==> config.mk <==
export PLATFORM = sky130hd
export DESIGN_NAME = fdc_cmd_seq
export DESIGN_NICKNAME = d
export VERILOG_FILES = /design/src/core/fdc_cmd_pkg.sv /design/src/core/fdc_opcode_decode.sv /design/src/core/fdc_cmd_seq.sv
export SDC_FILE = /design/constraint.sdc
export NUM_CORES = 1
export LEC_CHECK = 0
export BUFFER_PORTS_ARGS = -buffer_cell sky130_fd_sc_hd__buf_2
export CAP_MARGIN = 10
export CORE_ASPECT_RATIO = 1.25
export CORE_MARGIN = 2
export CORE_UTILIZATION = 53
export DETAILED_ROUTE_END_ITERATION = 8
export GPL_ROUTABILITY_DRIVEN = 0
export PLACE_DENSITY_LB_ADDON = 0.1
export SYNTH_ARGS = -nofsm -noshare
export SYNTH_HDL_FRONTEND = slang
export SYNTH_HIERARCHICAL = 1
export SYNTH_SLANG_ARGS = --single-unit
==> constraint.sdc <==
create_clock -name mclk_in -period 2.9 [get_ports mclk_in]
set_input_delay 0.435 -clock mclk_in [delete_from_list [all_inputs] [get_ports mclk_in]]
set_output_delay 0.435 -clock mclk_in [all_outputs]
set_load 0.03 [all_outputs]
==> src/core/fdc_cmd_pkg.sv <==
// constants, types and register map of the floppy command sequencer
package fdc_cmd_pkg;

  // ----------------------------------------------------------------
  // register map (byte addresses)
  // ----------------------------------------------------------------
  localparam logic [7:0] data_port_addr = 8'h00;
  localparam logic [7:0] main_status_addr = 8'h04;
  localparam logic [7:0] int_status_addr = 8'h08;
  localparam logic [7:0] int_mask_addr = 8'h0c;
  localparam logic [7:0] position_addr = 8'h10;

  // ----------------------------------------------------------------
  // interrupt event bits
  // ----------------------------------------------------------------
  localparam int ev_width = 3;
  localparam int ev_taken_bit = 0;
  localparam int ev_done_bit = 1;
  localparam int ev_invalid_bit = 2;
  localparam logic [ev_width-1:0] mask_reset = 3'h0;

  // ----------------------------------------------------------------
  // main status bits
  // ----------------------------------------------------------------
  localparam int ms_busy_bit = 0;
  localparam int ms_exec_bit = 1;
  localparam int ms_result_bit = 2;

  // ----------------------------------------------------------------
  // opcode patterns and drive byte layout
  // ----------------------------------------------------------------
  localparam logic [4:0] op_read_deleted = 5'h0c;
  localparam logic [5:0] op_read_track = 6'h02;
  localparam logic [5:0] op_read_id = 6'h0a;
  localparam logic [5:0] op_write_data = 6'h05;
  localparam int op_multi_bit = 7;
  localparam int op_dens_bit = 6;
  localparam int op_skip_bit = 5;
  localparam int drv_head_bit = 2;

  // ----------------------------------------------------------------
  // byte counts and fixed values
  // ----------------------------------------------------------------
  localparam logic [3:0] sector_cmd_bytes = 4'h9;
  localparam logic [3:0] read_id_cmd_bytes = 4'h2;
  localparam logic [3:0] invalid_cmd_bytes = 4'h1;
  localparam logic [3:0] sector_last_result = 4'h6;
  localparam logic [3:0] invalid_last_result = 4'h0;
  localparam logic [7:0] invalid_status0 = 8'h80;
  localparam logic [7:0] first_record = 8'h01;
  localparam logic [7:0] second_head = 8'h01;

  typedef enum logic [1:0] {
    phase_command, phase_execute, phase_result
  } phase_t;

  typedef enum logic [2:0] {
    cmd_invalid, cmd_read_deleted, cmd_read_track, cmd_read_id, cmd_write_data
  } cmd_kind_t;

endpackage

==> src/core/fdc_opcode_decode.sv <==
// opcode decoder: command kind and command byte count
`timescale 1ns/100ps
module fdc_opcode_decode
  import fdc_cmd_pkg::*;
(
  input wire logic [7:0] opcode_in,
  output cmd_kind_t kind_out,
  output logic [3:0] cmd_bytes_out
);

  // ----------------------------------------------------------------
  // pattern match
  // ----------------------------------------------------------------
  always_comb begin
    kind_out = cmd_invalid;
    cmd_bytes_out = invalid_cmd_bytes;
    if (opcode_in[4:0] == op_read_deleted) begin
      kind_out = cmd_read_deleted;
      cmd_bytes_out = sector_cmd_bytes;
    end else if (!opcode_in[op_multi_bit] && opcode_in[5:0] == op_read_track) begin
      kind_out = cmd_read_track;
      cmd_bytes_out = sector_cmd_bytes;
    end else if (!opcode_in[op_multi_bit] && opcode_in[5:0] == op_read_id) begin
      kind_out = cmd_read_id;
      cmd_bytes_out = read_id_cmd_bytes;
    end else if (opcode_in[5:0] == op_write_data) begin
      kind_out = cmd_write_data;
      cmd_bytes_out = sector_cmd_bytes;
    end
  end

endmodule

==> src/core/fdc_cmd_seq.sv <==
// command, execution and result sequencer for four floppy commands
//
// What this block does
// - drive byte then seven sector parameters
// - seven result bytes: status then position; one status byte for an invalid opcode
// - decode read deleted data opcode
// - decode read track, index to final sector
// - decode read id, two command bytes
// - capture first good id field
// - read id returns status and captured id
// - decode write data, system to drive
// - command, execute, result phases in order
// - skip deleted sectors when bypass set
//
// The implementer's own choices: the register offsets and the APB slave port.
`timescale 1ns/100ps
module fdc_cmd_seq
  import fdc_cmd_pkg::*;
(
  input wire logic mclk_in,
  input wire logic rst_in,
  // apb slave
  input wire logic psel_in,
  input wire logic penable_in,
  input wire logic pwrite_in,
  input wire logic [7:0] paddr_in,
  input wire logic [31:0] pwdata_in,
  output logic pready_out,
  output logic [31:0] prdata_out,
  output logic pslverr_out,
  output logic irq_out,
  // disk engine side
  input wire logic sector_mark_in,
  input wire logic sector_deleted_in,
  input wire logic sector_end_in,
  input wire logic id_valid_in,
  input wire logic [7:0] id_cyl_in,
  input wire logic [7:0] id_head_in,
  input wire logic [7:0] id_record_in,
  input wire logic [7:0] id_size_in,
  input wire logic fault_in,
  input wire logic [7:0] status0_in,
  input wire logic [7:0] status1_in,
  input wire logic [7:0] status2_in,
  output logic exec_start_out,
  output logic exec_busy_out,
  output cmd_kind_t cmd_kind_out,
  output logic multi_track_out,
  output logic double_density_mode_out,
  output logic head_select_out,
  output logic [1:0] drive_select_out,
  output logic [7:0] cyl_out,
  output logic [7:0] head_out,
  output logic [7:0] record_out,
  output logic [7:0] size_out,
  output logic [7:0] final_sector_number_out,
  output logic [7:0] gap_length_out,
  output logic [7:0] custom_data_length_out,
  output logic xfer_sector_out
);

  // ----------------------------------------------------------------
  // state
  // ----------------------------------------------------------------
  typedef struct packed {
    phase_t phase;
    cmd_kind_t kind;
    logic [3:0] idx;
    logic [3:0] need;
    logic multi;
    logic dens;
    logic skip;
    logic side;
    logic [1:0] drv;
    logic [7:0] cyl;
    logic [7:0] head;
    logic [7:0] rec;
    logic [7:0] size;
    logic [7:0] last_sec;
    logic [7:0] gap;
    logic [7:0] dlen;
    logic [7:0] stat0;
    logic [7:0] stat1;
    logic [7:0] stat2;
    logic xfer;
    logic exe;
    logic strt;
    logic busy;
    logic [ev_width-1:0] ist;
    logic [ev_width-1:0] imask;
    logic irq;
    logic pready;
    logic pslverr;
    logic [31:0] prdata;
  } state_t;

  localparam state_t reset_state = '{
    phase: phase_command,
    kind: cmd_invalid,
    imask: mask_reset,
    default: '0
  };

  state_t s;
  state_t next_s;
  cmd_kind_t dec_kind;
  logic [3:0] dec_bytes;

  // ----------------------------------------------------------------
  // opcode decoder
  // ----------------------------------------------------------------
  fdc_opcode_decode u_decode (
    .opcode_in(pwdata_in[7:0]),
    .kind_out(dec_kind),
    .cmd_bytes_out(dec_bytes)
  );

  // ----------------------------------------------------------------
  // result byte selection
  // ----------------------------------------------------------------
  function automatic logic [7:0] result_byte(input state_t st);
    logic [7:0] b;
    b = 8'h00;
    unique case (st.idx)
      4'h0: b = st.stat0;
      4'h1: b = st.stat1;
      4'h2: b = st.stat2;
      4'h3: b = st.cyl;
      4'h4: b = st.head;
      4'h5: b = st.rec;
      4'h6: b = st.size;
      default: b = 8'h00;
    endcase
    return b;
  endfunction

  // ----------------------------------------------------------------
  // next state
  // ----------------------------------------------------------------
  always_comb begin
    logic access;
    logic commit;
    logic wr_data;
    logic rd_data;
    logic finish;
    logic [ev_width-1:0] ev;
    logic [ev_width-1:0] clr;
    logic [3:0] last;
    access = 1'b0;
    commit = 1'b0;
    wr_data = 1'b0;
    rd_data = 1'b0;
    finish = 1'b0;
    ev = '0;
    clr = '0;
    last = sector_last_result;
    next_s = s;
    next_s.strt = 1'b0;
    next_s.pready = 1'b0;
    next_s.pslverr = 1'b0;

    access = psel_in && penable_in && !s.pready;
    commit = psel_in && penable_in && s.pready;
    wr_data = commit && pwrite_in && paddr_in == data_port_addr;
    rd_data = commit && !pwrite_in && paddr_in == data_port_addr;
    if (s.kind == cmd_invalid) begin
      last = invalid_last_result;
    end

    // bus read value and wait state
    if (access) begin
      next_s.pready = 1'b1;
      next_s.prdata = 32'h0000_0000;
      unique case (paddr_in)
        data_port_addr: begin
          if (s.phase == phase_result) begin
            next_s.prdata[7:0] = result_byte(s);
          end
        end
        main_status_addr: begin
          next_s.prdata[ms_busy_bit] = s.busy;
          next_s.prdata[ms_exec_bit] = s.phase == phase_execute;
          next_s.prdata[ms_result_bit] = s.phase == phase_result;
        end
        int_status_addr: next_s.prdata[ev_width-1:0] = s.ist;
        int_mask_addr: next_s.prdata[ev_width-1:0] = s.imask;
        position_addr: next_s.prdata = {s.size, s.rec, s.head, s.cyl};
        default: next_s.pslverr = 1'b1;
      endcase
    end

    // register writes
    if (commit && pwrite_in && paddr_in == int_status_addr) begin
      clr = pwdata_in[ev_width-1:0];
    end
    if (commit && pwrite_in && paddr_in == int_mask_addr) begin
      next_s.imask = pwdata_in[ev_width-1:0];
    end

    unique case (s.phase)
      phase_command: begin
        if (wr_data) begin
          next_s.idx = s.idx + 4'h1;
          next_s.busy = 1'b1;
          unique case (s.idx)
            4'h0: begin
              next_s.kind = dec_kind;
              next_s.need = dec_bytes;
              next_s.dens = pwdata_in[op_dens_bit];
              next_s.multi = 1'b0;
              next_s.skip = 1'b0;
              if (dec_kind == cmd_read_deleted || dec_kind == cmd_write_data) begin
                next_s.multi = pwdata_in[op_multi_bit];
              end
              if (dec_kind == cmd_read_deleted) begin
                next_s.skip = pwdata_in[op_skip_bit];
              end
              if (dec_kind == cmd_invalid) begin
                next_s.phase = phase_result;
                next_s.idx = 4'h0;
                next_s.stat0 = invalid_status0;
                ev[ev_invalid_bit] = 1'b1;
              end
            end
            4'h1: begin
              next_s.side = pwdata_in[drv_head_bit];
              next_s.drv = pwdata_in[1:0];
            end
            4'h2: next_s.cyl = pwdata_in[7:0];
            4'h3: next_s.head = pwdata_in[7:0];
            4'h4: next_s.rec = pwdata_in[7:0];
            4'h5: next_s.size = pwdata_in[7:0];
            4'h6: next_s.last_sec = pwdata_in[7:0];
            4'h7: next_s.gap = pwdata_in[7:0];
            4'h8: next_s.dlen = pwdata_in[7:0];
            default: next_s.idx = s.idx;
          endcase
          if (s.idx != 4'h0 && s.idx + 4'h1 == s.need) begin
            next_s.phase = phase_execute;
            next_s.idx = 4'h0;
            next_s.strt = 1'b1;
            next_s.xfer = 1'b0;
            ev[ev_taken_bit] = 1'b1;
            if (s.kind == cmd_read_track) begin
              next_s.rec = first_record;
            end
          end
        end
      end

      phase_execute: begin
        if (fault_in) begin
          finish = 1'b1;
        end else if (s.kind == cmd_read_id) begin
          if (id_valid_in) begin
            next_s.cyl = id_cyl_in;
            next_s.head = id_head_in;
            next_s.rec = id_record_in;
            next_s.size = id_size_in;
            finish = 1'b1;
          end
        end else begin
          if (sector_mark_in) begin
            next_s.xfer = !(s.skip && sector_deleted_in);
          end
          if (sector_end_in) begin
            next_s.xfer = 1'b0;
            if (s.rec == s.last_sec) begin
              if (s.multi && !s.side) begin
                next_s.side = 1'b1;
                next_s.head = second_head;
                next_s.rec = first_record;
              end else begin
                finish = 1'b1;
              end
            end else begin
              next_s.rec = s.rec + 8'h01;
            end
          end
        end
        if (finish) begin
          next_s.phase = phase_result;
          next_s.idx = 4'h0;
          next_s.xfer = 1'b0;
          next_s.stat0 = status0_in;
          next_s.stat1 = status1_in;
          next_s.stat2 = status2_in;
          ev[ev_done_bit] = 1'b1;
        end
      end

      phase_result: begin
        if (rd_data) begin
          if (s.idx == last) begin
            next_s.phase = phase_command;
            next_s.idx = 4'h0;
            next_s.busy = 1'b0;
          end else begin
            next_s.idx = s.idx + 4'h1;
          end
        end
      end

      default: next_s.phase = phase_command;
    endcase

    // sticky events, a new event beats the clear
    next_s.ist = (s.ist & ~clr) | ev;
    next_s.irq = |(next_s.ist & next_s.imask);
    // execution flag kept in a flop of its own
    next_s.exe = next_s.phase == phase_execute;
  end

  // ----------------------------------------------------------------
  // state register
  // ----------------------------------------------------------------
  always_ff @(posedge mclk_in) begin
    if (rst_in) begin
      s <= reset_state;
    end else begin
      s <= next_s;
    end
  end

  // ----------------------------------------------------------------
  // outputs straight from state
  // ----------------------------------------------------------------
  assign pready_out = s.pready;
  assign prdata_out = s.prdata;
  assign pslverr_out = s.pslverr;
  assign irq_out = s.irq;
  assign exec_start_out = s.strt;
  assign exec_busy_out = s.exe;
  assign cmd_kind_out = s.kind;
  assign multi_track_out = s.multi;
  assign double_density_mode_out = s.dens;
  assign head_select_out = s.side;
  assign drive_select_out = s.drv;
  assign cyl_out = s.cyl;
  assign head_out = s.head;
  assign record_out = s.rec;
  assign size_out = s.size;
  assign final_sector_number_out = s.last_sec;
  assign gap_length_out = s.gap;
  assign custom_data_length_out = s.dlen;
  assign xfer_sector_out = s.xfer;

endmodule

==> Word-level counts from Yosys, hierarchy flattened <==
Index checks and enable logic that the tools add are counted.
{ "op_classes": {"n_addsub": 2, "n_reduce_logical": 49, "n_eq_ne": 53, "n_bitwise": 7, "mux": 93} }
{ "ops": {"columns": ["operator", "n"], "rows": [
  ["$mux W8", 16],
  ["$mux W83", 1],
  ["$mux W32", 2],
  ["$pmux W32 S2", 1],
  ["$pmux W8 S7", 1],
  ["$mux W16", 3],
  ["$mux W4", 9],
  ["$mux W34", 1],
  ["$mux W1", 33],
  ["$mux W25", 1],
  ["$mux W24", 1],
  ["$mux W3", 8],
  ["$reduce_and A6 Y1", 4],
  ["$ne A2 B1 Y1 const B", 10],
  ["$eq A4 B3 Y1 const B", 4],
  ["$eq A8 B4 Y1 const B", 2],
  ["$ne A2 B2 Y1 const B", 8],
  ["$pmux W8 S2", 1],
  ["$reduce_and A8 Y1", 2],
  ["$pmux W3 S5", 1],
  ["$reduce_and A3 Y1", 5],
  ["$logic_and A1 B1 Y1", 14],
  ["$ne A4 B3 Y1 const B", 3],
  ["$pmux W4 S3", 1],
  ["other kinds (48)", 72]
]} }
{ "word_totals": {"elab_cells": 233, "ff_bits": 144, "inputBits": 106, "output_inout_bits": 102} }

==> Logic depth before layout (Yosys ltp) <==
{ "logic_depth": {"depth_word": 13, "mapped_depth": 10, "mapped_depth_nobuf": 8} }

==> Hierarchy <==
Netlist, hierarchy kept.
{ "by_module_without_submodules": {"columns": ["module", "area_each_um2", "instances", "cells_per_inst", "seq_area_each_um2"], "rows": [
  ["fdc_cmd_seq", 7863.8, 1, 1002, 2882.8],
  ["fdc_opcode_decode", 98.8, 1, 13, 0.0]
]} }

==> Worst setup path before layout <==
OpenSTA, ideal clock, no wires.
{ "synth_timing": {"kind": "input-to-reg", "start": "input pwdata_in[0]", "end": "register s[137] (netlist name)", "slack_ns": 0.513, "required_time_ns": 2.808, "stages": 8, "setup_ns": 0.092, "n_path_buf": 0, "arrival_time_ns": 2.294, "path_cell_list": "or4b_4 nor3_4 o21a_1 nor3_1 nor2b_1 o32ai_2 nand3_2 o32ai_1"} }
{ "synth_via": {"elab_chain_len": 11, "elab_cells_between_ends": 16, "classes_between": "eq/ne (4); mux (9); reduce/logical (3)"} }
{ "synth_rtl": {"columns": ["item", "line", "text"], "rows": [
  ["start: declaration", "fdc_cmd_seq.sv:27", "input wire logic [31:0] pwdata_in,"],
  ["$eq A6 B4 Y1", "fdc_opcode_decode.sv:23", "end else if (!opcode_in[op_multi_bit] && opcode_in[5:0] == op_read_id) begin"],
  ["$logic_and A1 B1 Y1", "fdc_opcode_decode.sv:23", null],
  ["$mux W3", "fdc_opcode_decode.sv:23", null],
  ["$mux W3", "fdc_opcode_decode.sv:20", "end else if (!opcode_in[op_multi_bit] && opcode_in[5:0] == op_read_track) begin"],
  ["$mux W3 *", "fdc_opcode_decode.sv:17", "if (opcode_in[4:0] == op_read_deleted) begin"],
  ["named net dec_kind[1]", "fdc_cmd_seq.sv:106", "cmd_kind_t dec_kind;"],
  ["$logic_not A3 Y1 *", "fdc_cmd_seq.sv:218", "if (dec_kind == cmd_invalid) begin"],
  ["$mux W4 *", "fdc_cmd_seq.sv:218", null],
  ["$pmux W4 S2 *", "fdc_cmd_seq.sv:205", "unique case (s.idx)"],
  ["$mux W4 *", "fdc_cmd_seq.sv:238", "if (s.idx != 4'h0 && s.idx + 4'h1 == s.need) begin"],
  ["$mux W83 *", "fdc_cmd_seq.sv:202", "if (wr_data) begin"],
  ["$pmux W4 S3 *", "fdc_cmd_seq.sv:200", "unique case (s.phase)"],
  ["end signal: assignment", "fdc_cmd_seq.sv:319", "s <= reset_state;"],
  ["end signal: assignment", "fdc_cmd_seq.sv:321", "s <= next_s;"],
  ["end: declaration", "fdc_cmd_seq.sv:104", "state_t s;"]
]} }
Mark *: on every way through the listed nets, which the timed path passes. The rest lies on a longest branch. The select of a mux whose other input is x is not followed.
A chain may end at the register's enable or synchronous reset.

==> Worst setup path in the final report <==
{ "layout_timing": {"start": "register s[136] (netlist name)", "end": "register s, in the netlist record_out[6]"} }
{ "layout_via": {"elab_chain_len": 6, "elab_cells_between_ends": 10, "classes_between": "add/sub (1); eq/ne (2); mux (5); reduce/logical (2)"} }
{ "layout_rtl": {"columns": ["item", "line"], "rows": [
  ["$add A4 B1 Y4 / $eq A4 B3 Y1 (equally long branches)", "fdc_cmd_seq.sv:238, fdc_cmd_seq.sv:205"],
  ["$eq A4 B4 Y1 / $mux W8 (equally long branches)", "fdc_cmd_seq.sv:238, fdc_cmd_seq.sv:205"],
  ["$logic_and A1 B1 Y1 / $mux W8 (equally long branches)", "fdc_cmd_seq.sv:238, fdc_cmd_seq.sv:244"],
  ["$mux W8 *", "fdc_cmd_seq.sv:238"],
  ["$mux W83 *", "fdc_cmd_seq.sv:202"],
  ["$pmux W32 S2 *", "fdc_cmd_seq.sv:200"]
]} }
Mark *: on every way between the ends. The rest lies on a longest branch, timed or not. The select of a mux whose other input is x is not followed.

==> flow_summary.ini <==
[worst_setup_path]
path_delay_family = simple AND/OR/NAND/NOR gates
worstSetupEndpointType = flip-flop
regToRegSetupSlack_ns = 0.40
cp_max_fo = 10
slowest_stage = sky130_fd_sc_hd__nor3_2
cp-start-kind = flip-flop
cp_data_arrival_time_ns = 2.82
critical_path_class = flip-flop to flip-flop
data_required_time_at_the_worst_endpoint_ns = 3.21
cp_slowest_stage_delay_ns = 0.53
timing.critical_path.cells = inv_1 > ha_1 > nand2b_1 > nor2_1 > nor3_2 > a211o_1 > a21oi_1 > o221a_2
critical_path_buf_inv_count = 1

[clock_tree]
cts.hold.buffers_added = 0
cts-root-buf = sky130_fd_sc_hd__clkbuf_16
cts_post_setup_buffers_inserted = 0
clkLatencyLatePin_ns = 0.43
clock_slew_at_reported_path_ffs_ns = 0.06
cts_tree = done
cts_max_path_buffers = 2
cts_resized = 0
clock_sink_count = 144
cts_buffer_count = 17
cts-htree-levels = 4

[die]
floorplan.die_area_sq_um = 16000
dieWidth_um = 114
start_util_pct = 53.7
die_h_um = 141
fp-row-count = 50
core-area_sq_um = 14800
io-pin-count = 208

[final_layout]
finish.utilization_pct = 61.0
areaGrowthSynthToFinish_pct = 13.5
post-route-cell-area_sq_um = 9040
drive_gt1_share_pct = 26.1
nNetsFinal = 1214
finished_layout_cells = 1295

[synthesis]
postSynth.asyncResetShare_pct = 0
netlist-cell-type-count = 80
synthesis.area_sq_um = 7960
yosys_warnings = 6
synth-edff-count = 0
ys_ff_latch = 144
postSynthCellCount = 1015
ys_seq_area_share_pct = 36.2
synth_area_per_cell_sq_um = 7.84
synth_top_flop_cell = sky130_fd_sc_hd__dfxtp_1
syn-num-nets = 1130

[timing]
slew_headroom_pct = 58.7
slew_at_the_pin_closest_to_its_max_slew_limit_ns = 0.618
worst_slack_ns = 0.398
report.final.setup_viol = 0
maxClockFrequency_mhz = 400
hold_violations = 0
finalHoldWorstSlack_ns = 0.241
unrepaired_setup_endpoints_after_global_routing = no
finalCritPeriodShare_pct = 86.3
finalMaxSlewViolations = 0
finalWorstPathRequiredPeriod_ns = 2.50
finClkSkew_ns = 0.00614
finalSetupTns_ns = 0

[global_routing]
grt_pass1_vias = 6801
wire_length_of_the_first_global_routing_pass_um = 37100
global_route_total_usage_across_every_layer_pct = 29.8
grt_max_degree = 48
grt_antenna_before_repair = 1
gr-total-overflow = 0

[route]
via_count = 7528
routed_via_density = 5.81
drt_iter0_drc = 724
wl_per_cell_um = 18.7
route.final.wire_length_um = 24300
route.antenna.remaining_nets = 0
drc = 0
drt_pass1_iterations = 5

[place]
detailedPlace.worstSlack_ns = 0.207
dp_hpwl_um = 17800
numPlacedInstances = 1262
placed_area_sq_um = 8460
port_buffers = 183

[power]
p_leak_nw = 3.72
total_power_mw = 4.35
power.ir.vdd_worst_uv = 324
power_density_cells_nw_per_um2 = 481

[job]
max_cap_viols = 0

[hold_path]
hold_class = primary input to flip-flop

[outcome]
outcome = completed
==> metal layers <==
layer / wire (um) / GRT usage (%) / vias to the layer above
met2: 11400 / 47.4 / 351
li1: - / - / 3616
met5: 0 / 0 / -
met1: 10200 / 38.5 / 3499
met3: 1870 / 6.58 / 62
met4: 838 / 13.9 / 0
==> cells in the mapped netlist, types with 6 or more instances <==
library cell	instances	area (sq um)
sky130_fd_sc_hd__inv_1	14	52.6
sky130_fd_sc_hd__mux2i_1	26	260
sky130_fd_sc_hd__xnor2_1	11	96.3
sky130_fd_sc_hd__clkbuf_1	51	191
sky130_fd_sc_hd__buf_2	11	55.1
sky130_fd_sc_hd__nand4_1	8	50.1
sky130_fd_sc_hd__ha_1	9	113
sky130_fd_sc_hd__buf_4	97	728
sky130_fd_sc_hd__and2_1	6	37.5
sky130_fd_sc_hd__nand2_1	195	732
sky130_fd_sc_hd__a21o_1	22	165
sky130_fd_sc_hd__nor3_1	15	75.1
sky130_fd_sc_hd__o21ai_0	19	95.1
sky130_fd_sc_hd__xor2_1	8	70.1
sky130_fd_sc_hd__a22oi_1	18	135
sky130_fd_sc_hd__a211oi_1	10	75.1
sky130_fd_sc_hd__nor2_1	55	206
sky130_fd_sc_hd__a21oi_1	107	536
sky130_fd_sc_hd__nor4_1	6	37.5
sky130_fd_sc_hd__o211ai_1	6	45.0
sky130_fd_sc_hd__nand3_1	50	250
sky130_fd_sc_hd__and3_1	8	50.1
sky130_fd_sc_hd__a221oi_1	6	52.6
sky130_fd_sc_hd__nor2b_1	7	43.8
sky130_fd_sc_hd__dfxtp_1	144	2880
==> path summary, 6_finish.rpt <==
check,startpoint,endpoint,depth (start not counted)
setup / recovery,s[136],record_out[6],8
hold / removal,status2_in[1],s[46],3
setup reg to reg,s[136],record_out[6],8
hold reg to reg,prdata_out[30],prdata_out[30],2
==> layout make-up <==
type                       count  area (sq um)
inverter                      14          52.6
tap                          182           228
sequential                   144          2880
antenna                        1          2.50
clock buffer                  19           443
fill                        1404          5790
multi-input combinational    691          4010
timing repair buffer         231          1280
clock inverter                13           136
==> tightest hold or removal path, cell delays in order <==
cell and delay, ns:
sky130_fd_sc_hd__buf_2 0.10, sky130_fd_sc_hd__nand2_1 0.04, sky130_fd_sc_hd__a21oi_1 0.05
==> power by group <==
group	internal, mW	total (mW)	switching, mW
logic	0.0700	0.202	0.132
clock network	1.29	2.16	0.873
registers	1.98	1.99	0.00328
==> cell families (layout without fill, tap and decap cells) <==
kind of cell	Yosys count	count (layout)	share of synthesized area, %
XOR/XNOR	20	20	2.37
AND/OR/NAND/NOR	382	382	22.0
adder cells (fa/ha/maj)	9	9	1.41
other	1	2	0.0471
multiplexers	30	30	3.83
AO/OA/AOI/OAI	249	249	20.7
buffers and inverters	180	277	13.4
flip-flops	144	144	36.2
==> layout by cell type, fill, tap and decap left out, types with 4 or more instances in the layout <==
master and instances:
sky130_fd_sc_hd__o22ai_1 5, sky130_fd_sc_hd__mux2_2 4, sky130_fd_sc_hd__nor2b_1 6, sky130_fd_sc_hd__buf_4 49
sky130_fd_sc_hd__a221oi_1 6, sky130_fd_sc_hd__and3_1 8, sky130_fd_sc_hd__dfxtp_1 144, sky130_fd_sc_hd__buf_2 182
sky130_fd_sc_hd__and4_1 4, sky130_fd_sc_hd__nand3_1 50, sky130_fd_sc_hd__a22oi_1 18, sky130_fd_sc_hd__clkinvlp_4 4
sky130_fd_sc_hd__inv_1 14, sky130_fd_sc_hd__nand2_1 195, sky130_fd_sc_hd__nand2b_1 5, sky130_fd_sc_hd__a222oi_1 5
sky130_fd_sc_hd__o221a_2 4, sky130_fd_sc_hd__and2_1 6, sky130_fd_sc_hd__xor2_1 8, sky130_fd_sc_hd__or2_2 4
sky130_fd_sc_hd__xnor2_1 11, sky130_fd_sc_hd__a21oi_1 107, sky130_fd_sc_hd__a211oi_1 10, sky130_fd_sc_hd__o211ai_1 6
sky130_fd_sc_hd__o32ai_1 5, sky130_fd_sc_hd__mux2i_1 26, sky130_fd_sc_hd__nor2_1 55, sky130_fd_sc_hd__nand4_1 8
sky130_fd_sc_hd__a21o_1 22, sky130_fd_sc_hd__o21ai_0 19, sky130_fd_sc_hd__clkinv_2 4, sky130_fd_sc_hd__clkbuf_16 17
sky130_fd_sc_hd__nor4_1 6, sky130_fd_sc_hd__nor3_1 15, sky130_fd_sc_hd__a21boi_0 4, sky130_fd_sc_hd__ha_1 9
==> state kept, by name, indices dropped and copies added (netlist names), 8 cells and up <==
signal,cells
size_out,8
gap_length_out,8
prdata_out,32
custom_data_length_out,8
s,42
head_out,8
record_out,8
final_sector_number_out,8
cyl_out,8
(Power assumes the default switching activity.)
